`src/hai_pkg.sv`:
```
// package for the host attention and interrupt register block
// assumes one clock shared by the host-side and local-bus-side logic
package hai_pkg;

  // local bus addresses
  localparam logic [31:0] ADDR_RESET_CAUSE  = 32'h1ffa0014;
  localparam logic [31:0] ADDR_NMI          = 32'h1ffa001c;
  localparam logic [31:0] ADDR_COMMAND      = 32'h1ffa2000;
  localparam logic [31:0] ADDR_ATTENTION    = 32'h1ffa2004;
  localparam logic [31:0] ADDR_INT_STATUS   = 32'h1ffa200c;
  localparam logic [31:0] ADDR_BUSY_STATUS  = 32'h1ffa2010;
  localparam logic [31:0] ADDR_SOURCE_EVENT = 32'h1ffa2014;

  // command busy status fields and reset values
  localparam int          CBS_BUSY_BIT   = 0;
  localparam int          CBS_VALID_BIT  = 1;
  localparam int          CBS_REJECT_BIT = 4;
  localparam logic [7:0]  CBS_RESET      = 8'h01;

  // attention register fields
  localparam int          ATT_CODE_LSB   = 4;
  localparam logic [3:0]  ATT_CODE_MOVE  = 4'hd;

  // source event bits: low half general, high half end of transfer
  localparam int          SRC_WIDTH      = 16;
  localparam int          SRC_HALF       = 8;
  localparam logic [15:0] SRC_RESET      = 16'h0000;

  localparam logic [3:0]  NMI_INT_CODE   = 4'h0;
  localparam logic [31:0] CAUSE_RESET    = 32'h00000000;
  localparam logic [31:0] CMD_RESET_VAL  = 32'h00000000;
  localparam logic [7:0]  BYTE_RESET     = 8'h00;

  typedef enum logic [2:0] {
    HAI_SEL_COMMAND,
    HAI_SEL_ATTENTION,
    HAI_SEL_INT_STATUS,
    HAI_SEL_BUSY_STATUS,
    HAI_SEL_NMI
  } hai_host_sel_t;

  typedef struct packed {
    logic          wr;
    logic          rd;
    hai_host_sel_t sel;
    logic [31:0]   data;
  } hai_host_req_t;

  typedef struct packed {
    logic        wr;
    logic        rd;
    logic [31:0] addr;
    logic [31:0] wdata;
  } hai_lb_req_t;

  typedef struct packed {
    logic       gen;
    logic       eot;
    logic       att;
    logic       strobe;
    logic [3:0] code;
  } hai_irq_t;

endpackage : hai_pkg

```
`src/hai_regs.sv`:
```
// host attention, source event, reset cause and nmi registers
// assumes host writes and local bus cycles are single-cycle strobes on clk
//
// Behaviour
// - host attention write other than code d sets busy; busy holds until software reports completion or a reset-reject pulse
// - while busy or reject is set, host writes to command and attention writes other than code d are dropped
// - full reset gives status 01; command reset clears bits 4,1, sets bit 0
// - interrupt status low nibble holds the device number supplying status
// - attention code d sets the source event bit chosen by device number
// - source event bits are set only by host attention writes
// - local write clears bits written 0, ignores bits written 1
// - general interrupt is OR of source event bits 7 to 0
// - end-of-transfer interrupt is OR of source event bits 15 to 8
// - source event bits clear on full reset, command reset and rom init
// - command reset sets reset cause bit 0; full reset clears it
// - reset cause bits 31 to 1 read as zero
// - nonzero host nmi write drives interrupt code 0 and sets status bit
// - a local bus read of the nmi register clears its status bit; a host read does not
// - code d writes are not blocked by busy or reject
// - reset-reject pulse clears both busy and reject
`timescale 1ns/1ns
module hai_regs (
  input  wire logic                   clk,
  input  wire logic                   rst,
  input  wire logic                   cmd_reset,
  input  wire logic                   rom_init,
  input  wire logic                   reset_reject,
  input  wire hai_pkg::hai_host_req_t host,
  output logic [31:0]                 host_rdata,
  input  wire hai_pkg::hai_lb_req_t   lb,
  output logic [31:0]                 lb_rdata,
  output logic                        lb_ack,
  output hai_pkg::hai_irq_t           irq,
  output logic                        busy
);

  logic [7:0]  cbs;
  logic [7:0]  next_cbs;
  logic [31:0] command_q;
  logic [31:0] next_command_q;
  logic [7:0]  attention_q;
  logic [7:0]  next_attention_q;
  logic [7:0]  isr;
  logic [7:0]  next_isr;
  logic        cause_bit;
  logic        next_cause_bit;
  logic        att_pulse;
  logic        next_att_pulse;
  logic        int_strobe;
  logic        next_int_strobe;
  logic [31:0] next_host_rdata;
  logic [31:0] next_lb_rdata;
  logic        next_lb_ack;

  logic [15:0] src_bits;
  logic [15:0] src_set;
  logic [15:0] src_clr;
  logic        nmi_stat;
  logic        nmi_set;
  logic        nmi_clr;

  logic        blocked;
  logic        att_wr;
  logic        move_wr;
  logic        att_take;
  logic        cmd_take;
  logic [3:0]  att_code;
  logic        lb_wr_cbs;
  logic        lb_wr_src;
  logic        lb_rd_nmi;
  logic        src_clr_all;

  assign blocked   = cbs[hai_pkg::CBS_BUSY_BIT] | cbs[hai_pkg::CBS_REJECT_BIT];
  assign att_code  = host.data[hai_pkg::ATT_CODE_LSB +: 4];
  assign att_wr    = host.wr && (host.sel == hai_pkg::HAI_SEL_ATTENTION);
  assign move_wr   = att_wr && (att_code == hai_pkg::ATT_CODE_MOVE);
  assign att_take  = att_wr && !move_wr && !blocked;
  assign cmd_take  = host.wr && (host.sel == hai_pkg::HAI_SEL_COMMAND) && !blocked;
  assign lb_wr_cbs = lb.wr && (lb.addr == hai_pkg::ADDR_BUSY_STATUS);
  assign lb_wr_src = lb.wr && (lb.addr == hai_pkg::ADDR_SOURCE_EVENT);
  assign lb_rd_nmi = lb.rd && (lb.addr == hai_pkg::ADDR_NMI);
  assign src_clr_all = cmd_reset || rom_init;

  // source event bits
  always_comb
  begin
    src_set = '0;
    src_clr = '0;
    if (move_wr)
      src_set[host.data[3:0]] = 1'b1;
    if (lb_wr_src)
      src_clr = ~lb.wdata[15:0];
  end

  hai_sticky_bits #(
    .W (hai_pkg::SRC_WIDTH)
  ) u_src (
    .clk     (clk),
    .rst     (rst),
    .clr_all (src_clr_all),
    .set_vec (src_set),
    .clr_vec (src_clr),
    .bits    (src_bits)
  );

  assign nmi_set = host.wr && (host.sel == hai_pkg::HAI_SEL_NMI) && (host.data != 32'h00000000);
  assign nmi_clr = lb_rd_nmi;

  hai_sticky_bits #(
    .W (1)
  ) u_nmi (
    .clk     (clk),
    .rst     (rst),
    .clr_all (1'b0),
    .set_vec (nmi_set),
    .clr_vec (nmi_clr),
    .bits    (nmi_stat)
  );

  // host-facing registers and busy status
  always_comb
  begin
    next_cbs         = cbs;
    next_command_q   = command_q;
    next_attention_q = attention_q;
    next_isr         = isr;
    if (lb_wr_cbs)
      next_cbs = lb.wdata[7:0];                                             // completion loads the written byte; busy takes bit 0
    if (lb.wr && (lb.addr == hai_pkg::ADDR_INT_STATUS))
      next_isr = lb.wdata[7:0];
    if (reset_reject)
    begin
      next_cbs[hai_pkg::CBS_BUSY_BIT]   = 1'b0;
      next_cbs[hai_pkg::CBS_REJECT_BIT] = 1'b0;
    end
    if (cmd_take)
      next_command_q = host.data;
    if (att_take)
    begin
      next_attention_q                = host.data[7:0];
      next_cbs[hai_pkg::CBS_BUSY_BIT] = 1'b1;
    end
    if (cmd_reset)
    begin
      next_cbs                          = cbs;
      next_cbs[hai_pkg::CBS_BUSY_BIT]   = 1'b1;
      next_cbs[hai_pkg::CBS_VALID_BIT]  = 1'b0;
      next_cbs[hai_pkg::CBS_REJECT_BIT] = 1'b0;
      next_command_q                    = command_q;
      next_attention_q                  = attention_q;
    end
  end

  always_ff @(posedge clk)
  begin
    if (rst)
    begin
      cbs         <= hai_pkg::CBS_RESET;
      command_q   <= hai_pkg::CMD_RESET_VAL;
      attention_q <= hai_pkg::BYTE_RESET;
      isr         <= hai_pkg::BYTE_RESET;
    end
    else
    begin
      cbs         <= next_cbs;
      command_q   <= next_command_q;
      attention_q <= next_attention_q;
      isr         <= next_isr;
    end
  end

  // reset cause
  always_comb
  begin
    next_cause_bit = cause_bit;
    if (cmd_reset)
      next_cause_bit = 1'b1;
  end

  always_ff @(posedge clk)
  begin
    if (rst)
      cause_bit <= hai_pkg::CAUSE_RESET[0];
    else
      cause_bit <= next_cause_bit;
  end

  // read data and interrupt pulses
  always_comb
  begin
    next_att_pulse  = att_take;
    next_int_strobe = nmi_set;
    next_lb_ack     = lb.rd || lb.wr;
    next_lb_rdata   = 32'h00000000;
    if (lb.rd)
    begin
      case (lb.addr)
        hai_pkg::ADDR_RESET_CAUSE:  next_lb_rdata = {31'h0, cause_bit};
        hai_pkg::ADDR_NMI:          next_lb_rdata = {31'h0, nmi_stat};
        hai_pkg::ADDR_COMMAND:      next_lb_rdata = command_q;
        hai_pkg::ADDR_ATTENTION:    next_lb_rdata = {24'h000000, attention_q};
        hai_pkg::ADDR_INT_STATUS:   next_lb_rdata = {24'h000000, isr};
        hai_pkg::ADDR_BUSY_STATUS:  next_lb_rdata = {24'h000000, cbs};
        hai_pkg::ADDR_SOURCE_EVENT: next_lb_rdata = {16'h0000, src_bits};
        default:                    next_lb_rdata = 32'h00000000;
      endcase
    end
    next_host_rdata = host_rdata;
    if (host.rd)
    begin
      case (host.sel)
        hai_pkg::HAI_SEL_COMMAND:     next_host_rdata = command_q;
        hai_pkg::HAI_SEL_ATTENTION:   next_host_rdata = {24'h000000, attention_q};
        hai_pkg::HAI_SEL_INT_STATUS:  next_host_rdata = {24'h000000, isr};
        hai_pkg::HAI_SEL_BUSY_STATUS: next_host_rdata = {24'h000000, cbs};
        hai_pkg::HAI_SEL_NMI:         next_host_rdata = {31'h0, nmi_stat};
        default:                      next_host_rdata = 32'h00000000;
      endcase
    end
  end

  always_ff @(posedge clk)
  begin
    if (rst)
    begin
      att_pulse  <= 1'b0;
      int_strobe <= 1'b0;
      lb_ack     <= 1'b0;
      lb_rdata   <= 32'h00000000;
      host_rdata <= 32'h00000000;
    end
    else
    begin
      att_pulse  <= next_att_pulse;
      int_strobe <= next_int_strobe;
      lb_ack     <= next_lb_ack;
      lb_rdata   <= next_lb_rdata;
      host_rdata <= next_host_rdata;
    end
  end

  // interrupt levels follow the held bits
  assign irq.gen    = |src_bits[hai_pkg::SRC_HALF-1:0];
  assign irq.eot    = |src_bits[hai_pkg::SRC_WIDTH-1:hai_pkg::SRC_HALF];
  assign irq.att    = att_pulse;
  assign irq.strobe = int_strobe;
  assign irq.code   = hai_pkg::NMI_INT_CODE;
  assign busy       = cbs[hai_pkg::CBS_BUSY_BIT];
endmodule : hai_regs

```
`src/hai_sticky_bits.sv`:
```
// sticky flag vector: set by hardware events, cleared per bit or all at once
// assumes set and clear come from logic on the same clock
`timescale 1ns/1ns
module hai_sticky_bits #(
  parameter int W = 16
) (
  input  wire logic         clk,
  input  wire logic         rst,
  input  wire logic         clr_all,
  input  wire logic [W-1:0] set_vec,
  input  wire logic [W-1:0] clr_vec,
  output logic      [W-1:0] bits
);

  // refuse an empty vector while elaborating
  if (W < 1)
  begin : g_bad_width
    $error("hai_sticky_bits: W must be at least 1");
  end

  logic [W-1:0] next_bits;

  // a set arriving with a per-bit clear of the same bit wins; clr_all beats a set
  always_comb
  begin
    if (clr_all)
      next_bits = '0;
    else
      next_bits = (bits & ~clr_vec) | set_vec;
  end

  always_ff @(posedge clk)
  begin
    if (rst)
      bits <= '0;
    else
      bits <= next_bits;
  end

endmodule : hai_sticky_bits

```
`config.mk`:
```
export PLATFORM = sky130hd
export DESIGN_NAME = hai_regs
export DESIGN_NICKNAME = d
export VERILOG_FILES = /design/src/hai_pkg.sv /design/src/hai_regs.sv /design/src/hai_sticky_bits.sv
export SDC_FILE = /design/constraint.sdc
export NUM_CORES = 1
export LEC_CHECK = 0
export ABC_AREA = 1
export BUFFER_PORTS_ARGS = -buffer_cell sky130_fd_sc_hd__buf_4
export CORE_AREA = 10 10 144 146
export CTS_BUF_LIST = sky130_fd_sc_hd__clkbuf_8
export CTS_CLUSTER_SIZE = 28
export DETAILED_ROUTE_END_ITERATION = 8
export DIE_AREA = 0 0 154 156
export PLACE_DENSITY = 0.61
export SYNTH_ARGS = -nofsm -noshare
export SYNTH_HDL_FRONTEND = slang
export SYNTH_SLANG_ARGS = --single-unit
```
`constraint.sdc`:
```
create_clock -name clk -period 1.5 [get_ports clk]
set_input_delay 0.15 -clock clk [delete_from_list [all_inputs] [get_ports clk]]
set_output_delay 0.15 -clock clk [all_outputs]
set_load 0.05 [all_outputs]
```
==> results.sh, run 1 <==
export IMPL_outcome="complete, but fails checks"
export IMPL_violations="negative setup slack"
export IMPL_place_hpwl_um=15600
export IMPL_holdPathStages=3
export IMPL_irDropWorstVdd_uv=715
export IMPL_drc=0
export IMPL_setup_viol=1
export IMPL_cp_startpoint="u_src.bits[15]"
export IMPL_final_fill_count=1765
export IMPL_gp_congestion=0.898
export IMPL_dr_pass1_iters=5
export IMPL_vias=6393
export IMPL_final_setup_worst_slack_ns=-0.00139
export IMPL_p_leak_nw=3.78
export IMPL_max_cap_violations=0
export IMPL_skew_ns=0.0146
export IMPL_crit_family="simple AND/OR/NAND/NOR gates"
export IMPL_ys_warn_count=0
export IMPL_cp_required_ns=1.35
export IMPL_rows=49
export IMPL_clock_sinks=141
export IMPL_track_usage=0.168
export IMPL_yosysSeqAreaShare=0.460
export IMPL_clk_latency_ns=0.45
export IMPL_worst_path_largest_cell_delay_ns=0.34
export IMPL_core_area_um2=17800
export IMPL_stdcell_area_um2=8860
export IMPL_synth_seq_cells=141
export IMPL_regArea_um2=2830
export IMPL_r2r_cells=7
export IMPL_startpoint_type="flop"
export IMPL_io_pins=182
export IMPL_syn_to_final_growth_pct=44.5
export IMPL_critPathKind="flop to output port"
export IMPL_io_buffers=161
export IMPL_clockBufferDepth=2
export IMPL_drt_iter0_markers=399
export IMPL_synth_distinct_cells=30
export IMPL_dpl_cell_area_um2=7710
export IMPL_drive_gt1_frac=0.263
export IMPL_cp_endpoint="irq[6]"
export IMPL_h_tree_depth=4
export IMPL_cp_data_arrival_time_ns=1.35
export IMPL_dieArea_um2=24000
export IMPL_die_width_um=154
export IMPL_drt_antenna_violating_nets=0
export IMPL_root_buffer="clkbuf_8"
export IMPL_grt_max_degree=67
export IMPL_crit_path_top_delay_cell="dfxtp_2"
export IMPL_hold_slack_ns=0.0309
export IMPL_antenna_cells=0
export IMPL_avgViaCountPerCell=4.79
export IMPL_r2r_slack_ns=0.13
export IMPL_fin_nets=1202
export IMPL_rsz0062_at_grt="true"
export IMPL_wl_per_cell_um=15.7
export IMPL_worst_path_buf_inv=1
export IMPL_antenna_found_initial=0
export IMPL_path_cells="nor4_2 > nand2_1 > buf_6"
export IMPL_multiInputGateArea_um2=2840
export IMPL_worst_setup_path_end_kind="output port"
export IMPL_pre_cts_slack_ns=-0.138
export IMPL_grt_pass1_wl_um=32600
export IMPL_hold_viol=0
export IMPL_drt_total_wl_um=20900
export IMPL_start_util=0.344
export IMPL_hold_class="primary input to flop"
export IMPL_clk_pin_slew_ns=0.08
export IMPL_cts_tree="done"
export IMPL_post_synth_instance_area_um2=6130
export IMPL_r2r_start="cbs[0]"
export IMPL_min_period_ns=1.50
export IMPL_maxSlewViolCount=0
export IMPL_power_density_nw_per_um2=924
export IMPL_numCtsBuffers=17
export IMPL_critical_path_depth=3
export IMPL_max_freq_mhz=666
export IMPL_cp_max_fo=2
export IMPL_finalCritPeriodShare=1.00
export IMPL_grt_pass1_vias=6192
export IMPL_avgSynthCellArea_um2=7.14
export IMPL_r2r_end="command_q[25]"
export IMPL_die_h_um=156
export IMPL_setup_tns_ns=-0.00139
export IMPL_gr_total_overflow=0
export IMPL_synth_cells=859
==> synthesized netlist by cell type <==
master       n  area (µm²)
nand2_1    198         743
dfxtp_1    141        2820
nor2_1     108         405
a21oi_1     88         440
o21ai_0     70         350
inv_1       66         248
nand3_1     62         310
clkbuf_1    20        75.1
o21ai_1     15        75.1
inv_2       12        45.0
buf_2       10        50.1
nor4_1      10        62.6
nor2_4       9         101
buf_4        7        52.6
o2111ai_1    7        61.3
nand2_2      6        37.5
buf_6        5        56.3
nor3_1       5        25.0
nand3_2      3        30.0
nand4_1      3        18.8
nor3_2       3        30.0
nand2_4      2        22.5
nor3_4       2        32.5
and2_1       1        6.26
buf_1        1        3.75
clkbuf_2     1        5.00
conb_1       1        3.75
nor2_2       1        6.26
o211ai_1     1        7.51
or2_2        1        6.26
==> cells in the final DEF, fill, tap and decap left out, drive strengths merged <==
cell         count
nand2          206
nand3           65
clkinvlp         4
conb             4
dlygate4sd3     57
nor3            10
nor2           118
o21ai           85
nand4            3
o2111ai          7
nor4            10
inv             78
and2             1
a21oi           88
or2              1
dfxtp          141
clkbuf          17
bufinv           5
clkinv           6
o211ai           1
buf            200
==> layout make-up <==
class / instances / area share
Multi-Input combinational cell: 599 / 0.320
Sequential cell: 141 / 0.319
Timing Repair Buffer: 257 / 0.244
Inverter: 78 / 0.0335
Tap cell: 229 / 0.0323
Clock buffer: 17 / 0.0264
Clock inverter: 15 / 0.0247
==> per-layer routing <==
metal	routed length (µm)	track usage	share of wire
met1	9210	0.209	0.44
met2	10000	0.274	0.48
met3	1280	0.0430	0.061
met4	412	0.0630	0.020
met5	0	0	0
==> kinds of logic after synthesis <==
family | share of synthesized area
other | 0.000611
flip-flops | 0.460
AO/OA/AOI/OAI | 0.152
AND/OR/NAND/NOR | 0.300
buffers and inverters | 0.0873
==> what timing repair did <==
action,4_1_cts,5_1_grt
hold buffers,57,0
endpoints found under the hold margin,63,0
resized for setup,9,18
pin swaps,5,8
endpoints found under the setup margin,2,33
buffers inserted,3,4
==> metrics by stage <==
step / util / power, mW / instances
6_report: 0.497 / 8.19 / 1336
5_1_grt: 0.497 / 8.48 / 1336
4_1_cts: 0.493 / 8.24 / 1332
3_5_place_dp: 0.432 / 4.65 / 1240
3_3_place_gp: 0.432 / 4.64 / 1240
2_1_floorplan: - / 4.28 / 862
==> report_power, final <==
group | switching [mW] | total [mW] | internal [mW]
combinational | 0.499 | 0.893 | 0.393
sequential | 0.0235 | 3.81 | 3.78
clock | 1.52 | 3.49 | 1.97
==> worst min-delay path by stage <==
stage / from / end / slack, ns
after floorplan: cmd_reset / cause_bit / 0.27
after global placement: host[13] / command_q[13] / 0.40
after detailed placement: host[30] / command_q[30] / 0.41
after CTS: host[3] / u_src.bits[14] / 0.004
after global routing: host[3] / u_src.bits[14] / 0.008
final: host[3] / u_src.bits[14] / 0.03
==> state kept, by name, summed over array words and instances (netlist names) <==
register     count
cbs              8
attention_q      8
command_q       32
cause_bit        1
int_strobe       1
u_src.bits      16
lb_ack           1
isr              8
att_pulse        1
u_nmi.bits       1
host_rdata      32
lb_rdata        32
==> worst min-delay path: stages <==
cell,delay [ns]
buf_4,0.13
nand3_1,0.08
a21oi_1,0.06
Power figures use the tool's default switching activity.
==> inputs of run 2 (changes only) <==
--- a/config.mk
+++ b/config.mk
@@ -6,13 +6,13 @@
 export NUM_CORES = 1
 export LEC_CHECK = 0
 export ABC_AREA = 1
-export BUFFER_PORTS_ARGS = -buffer_cell sky130_fd_sc_hd__buf_4
-export CORE_AREA = 10 10 144 146
+export CORE_AREA = 10 10 154 99
 export CTS_BUF_LIST = sky130_fd_sc_hd__clkbuf_8
 export CTS_CLUSTER_SIZE = 28
 export DETAILED_ROUTE_END_ITERATION = 8
-export DIE_AREA = 0 0 154 156
-export PLACE_DENSITY = 0.61
+export DIE_AREA = 0 0 164 109
+export DONT_BUFFER_PORTS = 1
+export PLACE_DENSITY = 0.69
 export SYNTH_ARGS = -nofsm -noshare
 export SYNTH_HDL_FRONTEND = slang
 export SYNTH_SLANG_ARGS = --single-unit
==> results.sh, run 2 (synthesis results as in run 1) <==
export IMPL_drive_gt1_frac=0.155
export IMPL_cts_tree="done"
export IMPL_io_pins=182
export IMPL_outcome="complete, no violations"
export IMPL_power_density_nw_per_um2=985
export IMPL_reg_largest_list="command_q (32), host_rdata (32), lb_rdata (32)"
export IMPL_pre_cts_slack_ns=-0.0455
export IMPL_drt_iter0_markers=598
export IMPL_dieArea_um2=17900
export IMPL_clockBufferDepth=2
export IMPL_die_width_um=164
export IMPL_finalCritPeriodShare=0.997
export IMPL_startpoint_type="flop"
export IMPL_die_h_um=109
export IMPL_max_freq_mhz=669
export IMPL_critPathKind="flop to output port"
export IMPL_cp_data_arrival_time_ns=1.35
export IMPL_rows=32
export IMPL_min_period_ns=1.50
export IMPL_numCtsBuffers=17
export IMPL_path_cells="nor4_2 > nand2_1 > buf_6"
export IMPL_clk_pin_slew_ns=0.09
export IMPL_placed_cells=1052
export IMPL_wl_per_cell_um=17.9
export IMPL_avgViaCountPerCell=5.35
export IMPL_gr_total_overflow=0
export IMPL_start_util=0.491
export IMPL_antenna_found_initial=0
export IMPL_grt_pass1_vias=5925
export IMPL_max_cap_violations=0
export IMPL_cp_max_fo=3
export IMPL_dr_pass1_iters=6
export IMPL_hold_slack_ns=0.0189
export IMPL_gp_congestion=0.946
export IMPL_grt_pass1_wl_um=32100
export IMPL_worst_setup_path_end_kind="output port"
export IMPL_clock_sinks=141
export IMPL_tightest_slew_ns=0.827
export IMPL_setup_tns_ns=0
export IMPL_irDropWorstVdd_uv=501
export IMPL_maxSlewViolCount=0
export IMPL_setup_viol=0
export IMPL_place_hpwl_um=14600
export IMPL_worst_path_largest_cell_delay_ns=0.35
export IMPL_h_tree_depth=4
export IMPL_fin_nets=1079
export IMPL_p_leak_nw=3.17
export IMPL_io_buffers=0
export IMPL_drt_total_wl_um=20700
export IMPL_rsz0062_at_grt="true"
export IMPL_drt_antenna_violating_nets=0
export IMPL_r2r_slack_ns=0.06
export IMPL_crit_path_top_delay_cell="dfxtp_1"
export IMPL_antenna_cells=0
export IMPL_drc=0
export IMPL_cp_required_ns=1.35
export IMPL_root_buffer="clkbuf_8"
export IMPL_track_usage=0.228
export IMPL_final_setup_worst_slack_ns=0.00497
export IMPL_vias=6172
export IMPL_layout_commonest_cell="nand2_1"
export IMPL_grt_max_degree=66
export IMPL_core_area_um2=12500
export IMPL_skew_ns=0.0109
export IMPL_slew_headroom=0.447
export IMPL_hold_viol=0
export IMPL_clk_latency_ns=0.44
export IMPL_final_cell_mix="nand2_1 (198), dfxtp_1 (136), nor2_1 (106)"
export IMPL_syn_to_final_growth_pct=28.6
export IMPL_layout_cells_non_filler=1154
export IMPL_hold_class="primary input to flop"
-- run 2: changes by cell type in the layout (fill, tap and decap cells not counted), moves of 3 or more --
cell	change
dlygate4sd3_1	+10
dfxtp_2	-3
inv_6	+4
buf_4	-133
-- run 2: area by class of cell --
class | instances | area (µm²)
Sequential cell | 141 | 2830
Fill cell | 1120 | 4610
Multi-Input combinational cell | 599 | 2860
Clock inverter | 15 | 185
Timing Repair Buffer | 134 | 1270
Inverter | 78 | 293
Clock buffer | 17 | 234
Tap cell | 170 | 213
-- run 2: repair_timing --
item / CTS / global route
setup endpoints to repair: 2 / 36
endpoints found under the hold margin: 114 / 1
pin swaps: 1 / 6
buffers inserted: 0 / 1
resized for setup: 4 / 24
hold buffers: 68 / 2
-- run 2: worst max-delay path: cells and delay by family (launching register included) --
family	cells	cell delay [ns]
buf+inv	1	0.16
flops	1	0.35
simple gates	2	0.38
-- run 2: path summary, 6_finish.rpt --
path,start,end,depth (start not counted)
worst min-delay path,host[7],int_strobe,4
worst max register to register,command_q[1],host_rdata[1],5
worst max-delay path,u_src.bits[13],irq[6],3
worst min register to register,command_q[26],lb_rdata[26],2
-- run 2: metal layers --
layer	global-route usage	vias up	wire (µm)	part of all wire
met5	0	-	0	0
met4	0.0661	0	255	0.012
met3	0.0685	28	2360	0.11
met2	0.311	313	8480	0.41
met1	0.334	2822	9600	0.46
li1	-	3009	-	-
-- run 2: power breakdown --
part           switching [mW]  internal, mW
registers              0.0328          3.78
logic                   0.431         0.249
clock network            1.60          1.67
-- run 2: metrics by stage --
step / util / cell area (µm²) / power (mW)
floorplan: - / 6150 / 4.28
global placement: 0.533 / 6660 / 4.36
detailed placement: 0.533 / 6660 / 4.37
CTS: 0.623 / 7780 / 7.77
global route: 0.631 / 7890 / 8.04
finish: 0.631 / 7890 / 7.77
==> inputs of run 3 (changes only) <==
--- a/config.mk
+++ b/config.mk
@@ -12,7 +12,7 @@
 export DETAILED_ROUTE_END_ITERATION = 8
 export DIE_AREA = 0 0 164 109
 export DONT_BUFFER_PORTS = 1
-export PLACE_DENSITY = 0.69
+export PLACE_DENSITY = 0.71
 export SYNTH_ARGS = -nofsm -noshare
 export SYNTH_HDL_FRONTEND = slang
 export SYNTH_SLANG_ARGS = --single-unit
==> constraint.sdc (replaced) <==
create_clock -name clk -period 1.25 [get_ports clk]
set_input_delay 0.125 -clock clk [delete_from_list [all_inputs] [get_ports clk]]
set_output_delay 0.125 -clock clk [all_outputs]
set_load 0.05 [all_outputs]
==> results.sh, run 3 (synthesis results as in run 1) <==
export IMPL_outcome="complete, but fails checks"
export IMPL_violations="negative hold slack, negative setup slack"
export IMPL_grt_pass1_vias=6119
export IMPL_antenna_found_initial=0
export IMPL_placed_cells=1076
export IMPL_drt_iter0_markers=807
export IMPL_rsz0062_at_grt="true"
export IMPL_dpl_cell_area_um2=6880
export IMPL_h_tree_depth=4
export IMPL_layout_commonest_cell="nand2_1"
export IMPL_clockBufferDepth=2
export IMPL_track_usage=0.243
export IMPL_max_cap_violations=0
export IMPL_skew_ns=0.0140
export IMPL_rows=32
export IMPL_reg_largest_list="command_q (32), host_rdata (32), lb_rdata (32)"
export IMPL_grt_max_degree=67
export IMPL_layout_cells_non_filler=1202
export IMPL_final_setup_worst_slack_ns=-0.218
export IMPL_avgViaCountPerCell=5.54
export IMPL_syn_to_final_growth_pct=40.7
export IMPL_antenna_cells=0
export IMPL_min_period_ns=1.47
export IMPL_drt_antenna_violating_nets=0
export IMPL_setup_viol=20
export IMPL_hold_viol=22
export IMPL_cp_required_ns=1.12
export IMPL_gr_total_overflow=0
export IMPL_cp_max_fo=2
export IMPL_clk_pin_slew_ns=0.08
export IMPL_path_cells="nor4_2 > nand2_1 > buf_6"
export IMPL_stdcell_area_um2=8630
export IMPL_numCtsBuffers=17
export IMPL_cp_data_arrival_time_ns=1.34
export IMPL_die_width_um=164
export IMPL_wl_per_cell_um=19.6
export IMPL_p_leak_nw=3.55
export IMPL_startpoint_type="flop"
export IMPL_drive_gt1_frac=0.234
export IMPL_worst_setup_path_end_kind="output port"
export IMPL_cts_tree="done"
export IMPL_finalCritPeriodShare=1.17
export IMPL_dr_pass1_iters=6
export IMPL_io_pins=182
export IMPL_die_h_um=109
export IMPL_power_density_nw_per_um2=1100
export IMPL_clk_latency_ns=0.45
export IMPL_worst_path_largest_cell_delay_ns=0.33
export IMPL_irDropWorstVdd_uv=737
export IMPL_clock_sinks=141
export IMPL_hold_slack_ns=-0.260
export IMPL_fin_nets=1127
export IMPL_maxSlewViolCount=0
export IMPL_core_area_um2=12500
export IMPL_root_buffer="clkbuf_8"
export IMPL_slew_headroom=0.662
export IMPL_hold_class="primary input to flop"
export IMPL_io_buffers=0
export IMPL_max_freq_mhz=681
export IMPL_multiInputGateArea_um2=3000
export IMPL_start_util=0.491
export IMPL_critPathKind="flop to output port"
export IMPL_tightest_slew_ns=0.507
export IMPL_final_fill_count=998
export IMPL_drt_total_wl_um=23600
export IMPL_place_hpwl_um=15600
export IMPL_drc=0
export IMPL_vias=6665
export IMPL_crit_path_top_delay_cell="dfxtp_2"
export IMPL_dieArea_um2=17900
export IMPL_regArea_um2=2850
export IMPL_grt_pass1_wl_um=34200
export IMPL_gp_congestion=0.937
export IMPL_final_cell_mix="nand2_1 (194), dfxtp_1 (120), nor2_1 (96)"
export IMPL_pre_cts_slack_ns=-0.190
==> run 3: final timing paths <==
path              slack (ns)          start  depth (start not counted)              to
hold reg to reg         0.46  host_rdata[2]                          2   host_rdata[2]
setup reg to reg       -0.20         cbs[0]                          7  attention_q[5]
hold / removal         -0.26            rst                          1   host_rdata[2]
setup / recovery       -0.22  u_src.bits[2]                          3          irq[7]
==> run 3: critical path: cells and delay by family (launching register included) <==
| family | cells | cell delay (ns) |
|---|---|---|
| buffers and inverters | 1 | 0.17 |
| DFF | 1 | 0.33 |
| and+or+nand+nor | 2 | 0.39 |
==> run 3: area by class of cell <==
class	instances	share of cell area
tap	170	0.0246
inverter	78	0.0359
clock buffer	18	0.0287
timing repair buffer	181	0.211
sequential	141	0.330
clock inverter	14	0.0212
multi-input combinational	600	0.348
==> run 3: per-layer routing <==
metal  vias to the layer above  global-route usage  wire (µm)
met1                      3093               0.343      10000
met5                         -                   0          0
met2                       397               0.344      10100
li1                       3114                   -          -
met3                        61              0.0862       3040
met4                         0              0.0565        470
==> run 3: per-stage QoR <==
stage          TNS [ns]  hold WS, ns  power [mW]   util
6_report          -2.06       -0.260        9.53  0.691
5_1_grt           -3.00       -0.281        9.83  0.691
4_1_cts           -1.55       -0.274        9.43  0.654
3_5_place_dp      -6.53        0.201        5.27  0.551
3_3_place_gp      -5.10        0.200        5.26  0.551
2_1_floorplan         0        0.241        5.13      -
==> run 3: where the power goes <==
group	switching, mW	internal (mW)	leakage, nW	total, mW
clock network	1.94	2.07	0.218	4.02
logic	0.566	0.364	2.18	0.930
registers	0.0430	4.54	1.15	4.58
total	2.55	6.98	3.55	9.53
==> run 3: repair_timing <==
| item | in CTS | in global routing |
|---|---|---|
| pin swaps | 7 | 22 |
| setup buffers | 3 | 5 |
| gates cloned | 3 | 3 |
| endpoints found under the hold margin | 109 | 30 |
| setup endpoints to repair | 34 | 52 |
| resized for setup | 36 | 84 |
| hold buffers | 66 | 14 |
